**config.mk**
```make
export PLATFORM = sky130hd
export DESIGN_NAME = microsecond_interval_timer
export DESIGN_NICKNAME = d
export VERILOG_FILES = /design/src/verilog/interval_timer_pkg.sv /design/src/verilog/microsecond_interval_timer.sv /design/src/verilog/us_prescaler.sv
export SDC_FILE = /design/constraint.sdc
export NUM_CORES = 1
export LEC_CHECK = 0
export ABC_CLOCK_PERIOD_IN_PS = 2000
export BUFFER_PORTS_ARGS = -buffer_cell sky130_fd_sc_hd__buf_2
export CORE_ASPECT_RATIO = 0.5
export CORE_MARGIN = 2
export CORE_UTILIZATION = 51
export CTS_CLUSTER_DIAMETER = 80
export DETAILED_ROUTE_END_ITERATION = 16
export PLACE_DENSITY = 0.85
export SLEW_MARGIN = 5
export SYNTH_ARGS = -nofsm -noshare
export SYNTH_HDL_FRONTEND = slang
export SYNTH_SLANG_ARGS = --single-unit
```
**constraint.sdc**
```tcl
create_clock -name clk_sys -period 2 [get_ports clk_sys]
set_input_delay 0.2 -clock clk_sys [delete_from_list [all_inputs] [get_ports clk_sys]]
set_output_delay 0.2 -clock clk_sys [all_outputs]
set_load 0.1 [all_outputs]
```
**src/verilog/interval_timer_pkg.sv**
```systemverilog
package interval_timer_pkg;

  // clock and microsecond tick timing
  localparam int CLK_PERIOD_NS  = 10;    // system clock period in ns
  localparam int TICK_PERIOD_NS = 1000;  // one microsecond in ns
  // cycles per tick, rounded down; never below one
  localparam int TICK_CYCLES    = (TICK_PERIOD_NS / CLK_PERIOD_NS < 1) ? 1 :
                                  TICK_PERIOD_NS / CLK_PERIOD_NS;
  localparam int PRESCALE_W     = 7;     // width of the prescaler counter

  // register data width
  localparam int DATA_W = 32;

  // privileged register select codes
  localparam logic [1:0] SEL_COUNTER = 2'h0;  // interval_counter
  localparam logic [1:0] SEL_RELOAD  = 2'h1;  // interval_reload_value
  localparam logic [1:0] SEL_CTL     = 2'h2;  // interval_control_status

  // interval_control_status field positions
  localparam int BIT_ERR  = 31;  // missed-tick error
  localparam int BIT_PEND = 7;   // tick pending
  localparam int BIT_IE   = 6;   // tick_irq_allow
  localparam int BIT_SGL  = 5;   // single_step_increment, write-only
  localparam int BIT_XFR  = 4;   // force_reload, write-only
  localparam int BIT_RUN  = 0;   // counting control

  // reset values
  localparam logic [31:0] COUNTER_RST = 32'h0000_0000;  // counter after reset
  localparam logic [31:0] RELOAD_RST  = 32'h0000_0000;  // reload after reset

  // interrupt_priority_level of the tick request
  localparam logic [4:0] TICK_IPL = 5'h18;  // level 24

endpackage

```
**src/verilog/microsecond_interval_timer.sv**
```systemverilog
// Overview of operation
// - counter adds one per tick while running
// - carry out of bit 31 loads reload value
// - overflow requests level 24 interrupt if enabled and pending was not already set
// - reload register write-only, keeps value after load
// - reload writes accepted at any time
// - overflow with pending set and not being cleared in that cycle records missed tick
// - writing one clears error, never sets it
// - overflow sets pending; write one clears it
// - interrupt on rising enable-and-pending, incl. late enable
// - single-step write advances stopped counter by one
// - transfer write copies reload into counter now
// - run bit gates automatic counting
// - reset clears enable and run bits
module microsecond_interval_timer (
  input  wire logic        clk_sys,         // system clock, 100 MHz
  input  wire logic        sys_rst,         // synchronous reset, active high
  input  wire logic        priv_reg_write,  // one-cycle write strobe
  input  wire logic        priv_reg_read,   // one-cycle read strobe
  input  wire logic [1:0]  reg_sel,         // register select code
  input  wire logic [31:0] wr_data,         // write data
  output logic      [31:0] rd_data,         // read data, held until next read
  output logic             rd_valid,        // one-cycle pulse with read data
  output logic             tick_irq,        // one-cycle interrupt request pulse
  output logic      [4:0]  interrupt_priority_level  // level of the request
);

  // microsecond tick from the prescaler
  logic us_tick;  // one cycle in every hundred

  // architectural state
  logic [31:0] interval_counter_reg;       // running count
  logic [31:0] interval_reload_value_reg;  // value loaded on overflow
  logic        run_reg;                    // counting control
  logic        tick_irq_allow_reg;         // interrupt enable
  logic        pend_reg;                   // tick pending flag
  logic        err_reg;                    // missed-tick error flag
  logic        req_level_reg;              // enable and pending, last cycle

  // decoded write strobes
  logic wr_counter;   // write to interval_counter
  logic wr_reload;    // write to interval_reload_value
  logic wr_ctl;       // write to interval_control_status
  logic step_now;     // single_step_increment request honoured
  logic force_reload; // transfer request
  logic clr_pend;     // write one to pending position
  logic clr_err;      // write one to error position
  logic advance;      // counter increments this cycle
  logic overflow;     // increment carried out of bit 31
  logic [32:0] inc_sum;        // counter plus one with carry
  logic [31:0] counter_next;   // next counter value
  logic        pend_next;      // next pending flag
  logic        err_next;       // next error flag
  logic [31:0] ctl_view;       // read view of control/status

  // tick source; it runs even while counting is stopped, so a restart
  // lands partway through a microsecond and the first step comes early
  us_prescaler i_us_prescaler (
    .clk_sys (clk_sys),
    .sys_rst (sys_rst),
    .us_tick (us_tick)
  );

  // register select decode
  // the unmapped code decodes to no write at all
  always_comb begin
    wr_counter = priv_reg_write && (reg_sel == interval_timer_pkg::SEL_COUNTER);
    wr_reload  = priv_reg_write && (reg_sel == interval_timer_pkg::SEL_RELOAD);
    wr_ctl     = priv_reg_write && (reg_sel == interval_timer_pkg::SEL_CTL);
  end

  // control write side effects; the single step is only honoured while stopped,
  // judged on the run bit as it stands before this write takes effect
  always_comb begin
    step_now     = wr_ctl && wr_data[interval_timer_pkg::BIT_SGL] && !run_reg;
    force_reload = wr_ctl && wr_data[interval_timer_pkg::BIT_XFR];
    clr_pend     = wr_ctl && wr_data[interval_timer_pkg::BIT_PEND];
    clr_err      = wr_ctl && wr_data[interval_timer_pkg::BIT_ERR];
  end

  // increment source: running ticks or a single step
  always_comb begin
    advance  = (run_reg && us_tick) || step_now;
    inc_sum  = {1'b0, interval_counter_reg} + 33'h0_0000_0001;
    overflow = advance && inc_sum[32];
  end

  // next counter value; a direct write wins, then a transfer, then counting
  always_comb begin
    // a transfer and a step in one write: the transfer wins, the step is lost
    if (wr_counter) begin
      counter_next = wr_data;
    end else if (force_reload) begin
      counter_next = interval_reload_value_reg;
    end else if (overflow) begin
      // load the interval in place of the wrapped zero
      counter_next = interval_reload_value_reg;
    end else if (advance) begin
      counter_next = inc_sum[31:0];
    end else begin
      counter_next = interval_counter_reg;
    end
  end

  // counter register
  always_ff @(posedge clk_sys) begin
    if (sys_rst) begin
      interval_counter_reg <= interval_timer_pkg::COUNTER_RST;
    end else begin
      interval_counter_reg <= counter_next;
    end
  end

  // reload register: written at any time, never disturbed by a load
  always_ff @(posedge clk_sys) begin
    if (sys_rst) begin
      interval_reload_value_reg <= interval_timer_pkg::RELOAD_RST;
    end else if (wr_reload) begin
      interval_reload_value_reg <= wr_data;
    end
  end

  // run and enable bits; plain read/write fields cleared by reset
  // the step and transfer bits are strobes only and are never stored
  always_ff @(posedge clk_sys) begin
    if (sys_rst) begin
      run_reg            <= 1'b0;
      tick_irq_allow_reg <= 1'b0;
    end else if (wr_ctl) begin
      run_reg            <= wr_data[interval_timer_pkg::BIT_RUN];
      tick_irq_allow_reg <= wr_data[interval_timer_pkg::BIT_IE];
    end
  end

  // pending and error flags; hardware set beats software clear
  always_comb begin
    if (overflow) begin
      pend_next = 1'b1;
    end else if (clr_pend) begin
      pend_next = 1'b0;
    end else begin
      pend_next = pend_reg;
    end
    // a tick is only missed if the pending flag is not being cleared now
    if (overflow && pend_reg && !clr_pend) begin
      err_next = 1'b1;
    end else if (clr_err) begin
      err_next = 1'b0;
    end else begin
      err_next = err_reg;
    end
  end

  // flag registers; cleared at reset to keep the read view defined
  always_ff @(posedge clk_sys) begin
    if (sys_rst) begin
      pend_reg <= 1'b0;
      err_reg  <= 1'b0;
    end else begin
      pend_reg <= pend_next;
      err_reg  <= err_next;
    end
  end

  // interrupt on each rising edge of enable-and-pending; an edge detector
  // rather than an overflow pulse, so a late enable still interrupts
  always_ff @(posedge clk_sys) begin
    if (sys_rst) begin
      req_level_reg <= 1'b0;
      tick_irq      <= 1'b0;
    end else begin
      req_level_reg <= tick_irq_allow_reg && pend_reg;
      tick_irq      <= tick_irq_allow_reg && pend_reg && !req_level_reg;
    end
  end

  // request level is fixed; held in a flop so the output is registered
  always_ff @(posedge clk_sys) begin
    if (sys_rst) begin
      interrupt_priority_level <= 5'h00;
    end else begin
      interrupt_priority_level <= interval_timer_pkg::TICK_IPL;
    end
  end

  // control/status read view; write-only and unused bits read as zero
  always_comb begin
    ctl_view                                = 32'h0000_0000;
    ctl_view[interval_timer_pkg::BIT_ERR]  = err_reg;
    ctl_view[interval_timer_pkg::BIT_PEND] = pend_reg;
    ctl_view[interval_timer_pkg::BIT_IE]   = tick_irq_allow_reg;
    ctl_view[interval_timer_pkg::BIT_RUN]  = run_reg;
  end

  // read port; the reload register is write-only and returns zero,
  // as does the unused select code
  always_ff @(posedge clk_sys) begin
    if (sys_rst) begin
      rd_data  <= 32'h0000_0000;
      rd_valid <= 1'b0;
    end else begin
      rd_valid <= priv_reg_read;
      if (priv_reg_read) begin
        unique case (reg_sel)
          interval_timer_pkg::SEL_COUNTER: begin
            rd_data <= interval_counter_reg;
          end
          interval_timer_pkg::SEL_CTL: begin
            rd_data <= ctl_view;
          end
          default: begin
            rd_data <= 32'h0000_0000;
          end
        endcase
      end
    end
  end

endmodule

```
**src/verilog/us_prescaler.sv**
```systemverilog
// divides the system clock down to a one-cycle microsecond tick
module us_prescaler (
  input  wire logic clk_sys,   // system clock
  input  wire logic sys_rst,   // synchronous reset, active high
  output logic      us_tick    // one-cycle pulse every microsecond
);

  logic [interval_timer_pkg::PRESCALE_W-1:0] div_reg;  // cycle count within a microsecond

  // free-running divider; it never stops, so tick spacing stays exact
  always_ff @(posedge clk_sys) begin
    if (sys_rst) begin
      div_reg <= '0;
      us_tick <= 1'b0;
    end else if (div_reg ==
                 interval_timer_pkg::PRESCALE_W'(interval_timer_pkg::TICK_CYCLES - 1)) begin
      div_reg <= '0;
      us_tick <= 1'b1;
    end else begin
      div_reg <= div_reg + 1'b1;
      us_tick <= 1'b0;
    end
  end

endmodule

```
Yosys cells after proc, flatten, opt, wreduce, memory -nomap -nowiden
Cells that the tools add are included.
{"block": "totals", "register_bits": 116, "in_bits": 38, "output_inout_bits": 39, "elab_cells": 52}
{"block": "classes", "addsub": 2, "eq_ne": 3, "muxes": 11, "reduce_logical": 23}
{"operator": "32-bit 2-to-1 mux", "n": 4}
{"operator": "32-bit one-hot mux with 2 select lines", "n": 1}
{"operator": "32-bit by 1-bit adder with 33-bit output (second input constant)", "n": 1}
{"operator": "1-bit logical AND", "n": 14}
{"operator": "7-bit by 1-bit adder with 7-bit output (second input constant)", "n": 1}
{"operator": "7-bit == test (second input constant)", "n": 1}
{"operator": "1-bit 2-to-1 mux", "n": 5}
{"operator": "5-bit 2-to-1 mux", "n": 1}
{"operator": "2-bit nonzero test", "n": 2}
{"operator": "4-bit nonzero test", "n": 1}
{"operator": "1-bit logical NOT", "n": 3}
{"operator": "2-bit by 1-bit == test with 1-bit output (second input constant)", "n": 1}
{"operator": "2-bit == test (second input constant)", "n": 1}
{"operator": "2-bit logical NOT", "n": 1}
{"operator": "2-bit OR reduction", "n": 1}
{"operator": "1-bit logical OR", "n": 1}

Longest topological paths before layout
Gate-level depths: netlist of run 1.
{"block": "depth", "ltp_word": 9, "depth_mapped": 10, "ltp_nobuf": 7}

Cells and area by module
A second synthesis of run 1 with hierarchy kept.
{"block": "unflattened", "cells_unflattened": 642, "hier_area_um2": 5326.4}
{"module": "microsecond_interval_timer", "n_inst": 1, "cells_per_inst": 608, "area_each_um2": 4998.5, "seq_area_each_um2": 2082.0}
{"module": "us_prescaler", "n_inst": 1, "cells_per_inst": 34, "area_each_um2": 327.8, "seq_area_each_um2": 160.2}

Worst setup path before layout of run 1
Ideal clock, no wire load.
{"block": "synth_path", "kind": "register to register", "from": "register interval_counter_reg[0]", "to": "register interval_counter_reg[16]", "setup_ns": 0.125, "arrival_time_ns": 1.991, "required_time_ns": 1.875, "path_slack_ns": -0.116, "path_stages_with_launch": 11, "n_path_buf": 3, "synth_period_minus_slack_ns": 2.116, "path_cell_list": "dfxtp_1 -> ha_1 -> nand3_1 -> nor3_2 -> nand2_1 -> o21a_1 -> buf_6 -> buf_6 -> buf_6 -> nor3_1 -> a211oi_2"}
{"block": "synth_via", "elab_chain_len": 5, "word_cells_on_any_way": 7, "classes_between": "add/sub (1); mux (4); reduce/logical (2)"}
{"element": "from (decl)", "line": "microsecond_interval_timer.sv:32", "text": "logic [31:0] interval_counter_reg;"}
{"element": "from (signal assigned)", "line": "microsecond_interval_timer.sv:108", "text": "interval_counter_reg <= interval_timer_pkg::COUNTER_RST;"}
{"element": "from (signal assigned)", "line": "microsecond_interval_timer.sv:110", "text": "interval_counter_reg <= counter_next;"}
{"element": "32-bit by 1-bit adder with 33-bit output *", "line": "microsecond_interval_timer.sv:84", "text": "inc_sum = {1'b0, interval_counter_reg} + 33'h0_0000_0001;"}
{"element": "32-bit 2-to-1 mux / 1-bit logical AND (equally long branches)", "line": "microsecond_interval_timer.sv:98, microsecond_interval_timer.sv:85"}
{"element": "32-bit 2-to-1 mux", "line": "microsecond_interval_timer.sv:95", "text": "end else if (overflow) begin"}
{"element": "32-bit 2-to-1 mux", "line": "microsecond_interval_timer.sv:93", "text": "end else if (force_reload) begin"}
{"element": "32-bit 2-to-1 mux", "line": "microsecond_interval_timer.sv:91", "text": "if (wr_counter) begin"}
Every way passes the cells marked *; elsewhere a longest branch is shown, timed or not. The select of a mux whose other input is x is not followed.
A chain may end at the register's enable or synchronous reset.

Worst setup path after layout of run 1
{"block": "layout_path", "from": "register interval_counter_reg[13]", "to": "register interval_counter_reg[29]"}
The elaborated chain is that of the path after synthesis.

==> results.json, run 1 <==
{
  "layout.nets": 773,
  "ys_ff_latch": 112,
  "globalRoute.totalOverflow": 0,
  "drtAntennaViolNets": 0,
  "seq_area_frac_synth_pct": 42.9,
  "slowest_stage": "dfxtp_1",
  "maxCapViolCount": 0,
  "holdWs_ns": 0.0895,
  "synth-edff-count": 0,
  "grt_max_degree": 54,
  "diodes": 0,
  "drive_gt1_share_pct": 25.3,
  "fp.dieH_um": 75.6,
  "fin_crit_ns": 2.03,
  "worstPathArrival_ns": 2.26,
  "fp.dieW_um": 147,
  "peakVddDrop_uv": 443,
  "cts-buffers-inserted": 9,
  "p_int_uw": 3550,
  "required_ns": 2.23,
  "slew_headroom_pct": 54.2,
  "ios": 77,
  "endpoint_kind": "register",
  "fmax_mhz": 492,
  "grt_pass1_wl_um": 22900,
  "grt_pass1_vias": 4738,
  "clk_latency_ns": 0.36,
  "worstSetupPathType": "register to register",
  "holdPathStages": 3,
  "status": "complete, but fails checks",
  "wirelength_um": 15200,
  "syn_to_final_growth_pct": 23.6,
  "antenna_found_initial": 0,
  "worst_pin_slew_ns": 0.686,
  "clock_path_buffers": 2,
  "final_core_util_pct": 64.1,
  "synth_adder_area_share_pct": 0.478,
  "synth_mux_area_share_pct": 4.78,
  "net-switching-power_uw": 1320,
  "routedWlPerCell_um": 17.3,
  "syn_area_per_cell_um2": 8.39,
  "finalHoldViolations": 0,
  "yosysUniqueCellTypes": 51,
  "dieArea_um2": 11100,
  "rows": 26,
  "startpoint_type": "register",
  "syn_inst": 624,
  "drt_first_pass_iters": 6,
  "crit_path_max_fanout": 9,
  "drt-initial-drc-count": 569,
  "preCtsSetupSlack_ns": -0.00946,
  "setup_viol_count_final": 2,
  "dpl-instance-area_um2": 6090,
  "min_period_over_period_pct": 102,
  "r2r_cells": 7,
  "clkSlewWorstSetupHoldPaths_ns": 0.07,
  "cts_root_buf": "clkbuf_16",
  "coreArea_um2": 10100,
  "viasPerCell": 5.89,
  "post-route-cell-area_um2": 6470,
  "h-tree-depth": 3,
  "cts_tree": "built",
  "worstPathCellList": "nand4_4, nor4_4, nand2_1, o21a_4, buf_4, nor3_1, a211oi_2",
  "synth_area_um2": 5230,
  "p_clk_share_pct": 38.2,
  "synth_compound_area_share_pct": 16.9,
  "swShare_pct": 27.1,
  "final_common_cell": "dfxtp_1",
  "worstHoldPathType": "input pin to register",
  "final_cell_mix": "110 x dfxtp_1, 91 x nand2_1, 73 x buf_2, 71 x buf_4, 69 x a21oi_1",
  "violations": "negative setup slack",
  "synth_top_family_by_area": "simple AND/OR/NAND/NOR gates",
  "power.total_uw": 4870,
  "cellPowerDensity_nw_per_um2": 752,
  "vias": 5172,
  "start_util_pct": 51.9,
  "synth-simple-area-share_pct": 24.5,
  "grt.total_usage_pct": 25.8,
  "maxSlewViolCount": 0,
  "p_seq_share_pct": 48.6,
  "place_hpwl_um": 10300,
  "cts.sinks": 112,
  "crit_path_max_incr_delay_ns": 0.40,
  "p_leak_uw": 0.00278,
  "route.detailed.drc": 0,
  "ys_warn_count": 0,
  "cts_hold_buf": 0,
  "fin_ws_ns": -0.0336,
  "synth_xor_area_share_pct": 5.36,
  "fin_skew_ns": 0.00510,
  "synthArstFlopShare_pct": 0,
  "port_buffers": 73,
  "place_congestion": 0.959,
  "p_comb_share_pct": 13.2,
  "synthFlopType": "dfxtp_1"
}
## per-layer routing
metal	share of wire (%)	GRT usage (%)
met1	43	34.2
met2	46	42.4
met3	8.9	5.45
met4	2.3	10.6
met5	0	0
## path summary, 6_finish.rpt
check                             endpoint                     start  slack [ns]
min reg2reg                       tick_irq             req_level_reg        0.40
min          interval_reload_value_reg[15]               wr_data[15]        0.09
max               interval_counter_reg[29]  interval_counter_reg[13]       -0.03
max reg2reg       interval_counter_reg[29]  interval_counter_reg[13]       -0.03
## cells in the mapped netlist, drive strengths merged, types with 2 or more instances
cell	n	share of area (%)
nor2	68	4.9
xnor2	16	2.7
nor3	16	1.7
and3b	2	0.33
nand2b	2	0.24
inv	6	0.43
ha	2	0.48
o221ai	15	2.5
and2	5	0.65
dfxtp	112	43
nor2b	29	3.5
and3	6	0.72
xor2	16	2.7
buf	16	2.3
o211ai	3	0.43
o22ai	11	1.3
a22oi	11	1.6
nand3b	2	0.29
mux2i	25	4.8
nor4	6	1.2
clkbuf	32	2.3
a2111oi	3	0.50
nand3	16	1.5
a21oi	69	6.6
nand4	13	2.1
nand2	93	6.7
a211o	3	0.50
a211oi	15	2.5
## power by group through the flow
stage / clock network, uW / registers [uW] / logic [uW]
floorplan: 0 / 2480 / 325
global route: 1940 / 2370 / 681
finish: 1860 / 2370 / 644
CTS: 1860 / 2360 / 622
detailed placement: 0 / 2410 / 616
global placement: 0 / 2410 / 601
## area by class of cell
type / instances / area [um2]
clock buffer: 10 / 239
tap: 140 / 175
timing repair buffer: 144 / 898
sequential: 112 / 2240
inverter: 6 / 22.5
multi-input combinational: 460 / 2820
fill: 784 / 3620
clock inverter: 6 / 66.3
## cells by family after synthesis
family                     count (synthesis)
AOI/OAI and AO/OA                        136
buffers and inverters                     54
xor gates and xnor gates                  32
muxes                                     25
and+or+nand+nor                          262
adders and majority gates                  2
DFF                                      112
other                                      1
## critical path: cells and delay by family, from the launching register on
kind                   cells  cell delay, ns
buffers and inverters      1            0.19
AO/OA/AOI/OAI              2            0.36
AND/OR/NAND/NOR            4            0.94
flip-flops                 1            0.40
## what timing repair did
item,in CTS,in global routing
gates resized for setup,1,14
pin swaps,0,2
setup endpoints to repair,1,13
setup buffers,0,1
## per-stage QoR
step                TNS (ns)  instances
floorplan                  0        626
finish               -0.0537        878
global placement           0        861
global route          -0.440        878
detailed placement  -0.00946        861
CTS                        0        877
No activity file was read; power rests on OpenSTA's default activity.
==> run 2: changes to the inputs <==
PLACE_DENSITY = 0.75   (was 0.85)
==> results.json, run 2 (synthesis results as in run 1) <==
{
  "drt-initial-drc-count": 433,
  "globalRoute.totalOverflow": 0,
  "p_leak_uw": 0.00273,
  "layout.nets": 768,
  "fp.dieW_um": 147,
  "net-switching-power_uw": 1250,
  "maxSlewViolCount": 0,
  "dieArea_um2": 11100,
  "cts_tree": "built",
  "rows": 26,
  "p_clk_share_pct": 36.6,
  "finalHoldViolations": 0,
  "fmax_mhz": 526,
  "viasPerCell": 5.67,
  "cellPowerDensity_nw_per_um2": 738,
  "grt_max_degree": 53,
  "cts_hold_buf": 0,
  "worstHoldPathType": "input pin to register",
  "worstPathCellList": "nand2_1, nor3_4, nand2_1, o21a_4, mux2i_1, a2111oi_2",
  "place_hpwl_um": 10300,
  "vias": 4946,
  "required_ns": 2.23,
  "r2r_cells": 6,
  "holdWs_ns": 0.0987,
  "antenna_found_initial": 0,
  "cts-buffers-inserted": 9,
  "start_util_pct": 51.9,
  "cp.depth": 6,
  "drt_first_pass_iters": 5,
  "cpMostUsedCell": "nand2_1",
  "place_congestion": 0.948,
  "min_period_over_period_pct": 95.0,
  "routedWlPerCell_um": 16.8,
  "port_buffers": 73,
  "grt_setup_unrepaired": "yes",
  "setup_viol_count_final": 0,
  "slew_headroom_pct": 59.7,
  "crit_path_max_incr_delay_ns": 0.41,
  "r2r_setup_slack_ns": 0.1,
  "endpoint_kind": "register",
  "fp.dieH_um": 75.6,
  "worst_pin_slew_ns": 0.604,
  "maxCapViolCount": 0,
  "cp_num_buf_inv": 0,
  "worstSetupPathType": "register to register",
  "rr_endpoint": "interval_counter_reg[11]",
  "fin_crit_ns": 1.90,
  "worstPathArrival_ns": 2.13,
  "h-tree-depth": 3,
  "clock_path_buffers": 2,
  "slowest_stage": "a2111oi_2",
  "rr_startpoint": "interval_counter_reg[8]",
  "fin_skew_ns": 0.00399,
  "final_common_cell": "dfxtp_1",
  "p_int_uw": 3470,
  "critical_path.startpoint": "interval_counter_reg[8]",
  "peakVddDrop_uv": 433,
  "startpoint_type": "register",
  "diodes": 0,
  "cts_root_buf": "clkbuf_16",
  "post_cts.repair.setup_buffers": 0,
  "crit_family": "compound AO/OA/AOI/OAI gates",
  "clk_latency_ns": 0.35,
  "crit_path_max_fanout": 8,
  "min_to": "interval_reload_value_reg[29]",
  "ios": 77,
  "cts.sinks": 112,
  "clkSlewWorstSetupHoldPaths_ns": 0.07,
  "p_comb_share_pct": 13.5,
  "grt_pass1_wl_um": 23100,
  "wirelength_um": 14700,
  "p_seq_share_pct": 50.0,
  "final_cell_mix": "110 x dfxtp_1, 92 x nand2_1, 73 x buf_2, 68 x a21oi_1, 67 x nor2_1",
  "drtAntennaViolNets": 0,
  "syn_to_final_growth_pct": 22.4,
  "holdPathStages": 3,
  "grt_pass1_vias": 4485,
  "coreArea_um2": 10100,
  "min_from": "wr_data[29]",
  "power.total_uw": 4730,
  "route.detailed.drc": 0,
  "status": "completed",
  "swShare_pct": 26.5,
  "drive_gt1_share_pct": 24.3,
  "grt.total_usage_pct": 26.6
}
[run 2: power groups by stage]
stage                     registers, uW  logic, uW  clock network [uW]
final                              2360        636                1730
after global routing               2370        683                1840
after CTS                          2360        621                1750
after detailed placement           2410        614                   0
after global placement             2410        605                   0
after floorplan                    2480        325                   0
[run 2: how the worst max path moves through the flow]
stage,endpoint
final,interval_counter_reg[11]
after detailed placement,interval_counter_reg[14]
after global placement,interval_counter_reg[14]
after CTS,interval_counter_reg[11]
after global routing,interval_counter_reg[14]
after floorplan,interval_counter_reg[16]
[run 2: layout make-up]
| class | instances | area [um2] |
|---|---|---|
| multi-input cells | 460 | 2810 |
| flip-flops and latches | 112 | 2240 |
| clock buffers | 13 | 270 |
| fillers | 876 | 3680 |
| well taps | 140 | 175 |
| repair buffers | 139 | 873 |
| inverters | 6 | 22.5 |
| clock inverters | 2 | 13.8 |
[run 2: metal layers]
layer  global-route usage, %  vias up  wire (um)
li1                        -     2377          -
met1                    36.4     2335       6800
met2                    42.7      210       6470
met3                    6.11       24       1180
met4                    8.33        0        205
met5                       0        -          0
[run 2: metrics by stage]
stage,utilization (%),cell area [um2],setup TNS [ns],setup slack [ns],cells
after CTS,63.1,6360,0,0.0290,872
after detailed placement,60.2,6070,-0.251,-0.137,857
after global routing,63.5,6400,-0.0575,-0.0455,872
after global placement,60.2,6070,-0.152,-0.152,857
final,63.5,6400,0,0.0996,872
after floorplan,-,5260,0,0.00620,626
[run 2: tightest hold or removal path: cells and delay by family]
kind,cells,cell delay [ns]
simple gates,1,0.05
compound gates,1,0.05
buf+inv,1,0.10
[run 2: timing repair]
action,in CTS,in global routing
gates resized for setup,4,10
pin swaps,0,1
endpoints found under the setup margin,2,23
hold endpoints to repair,0,0
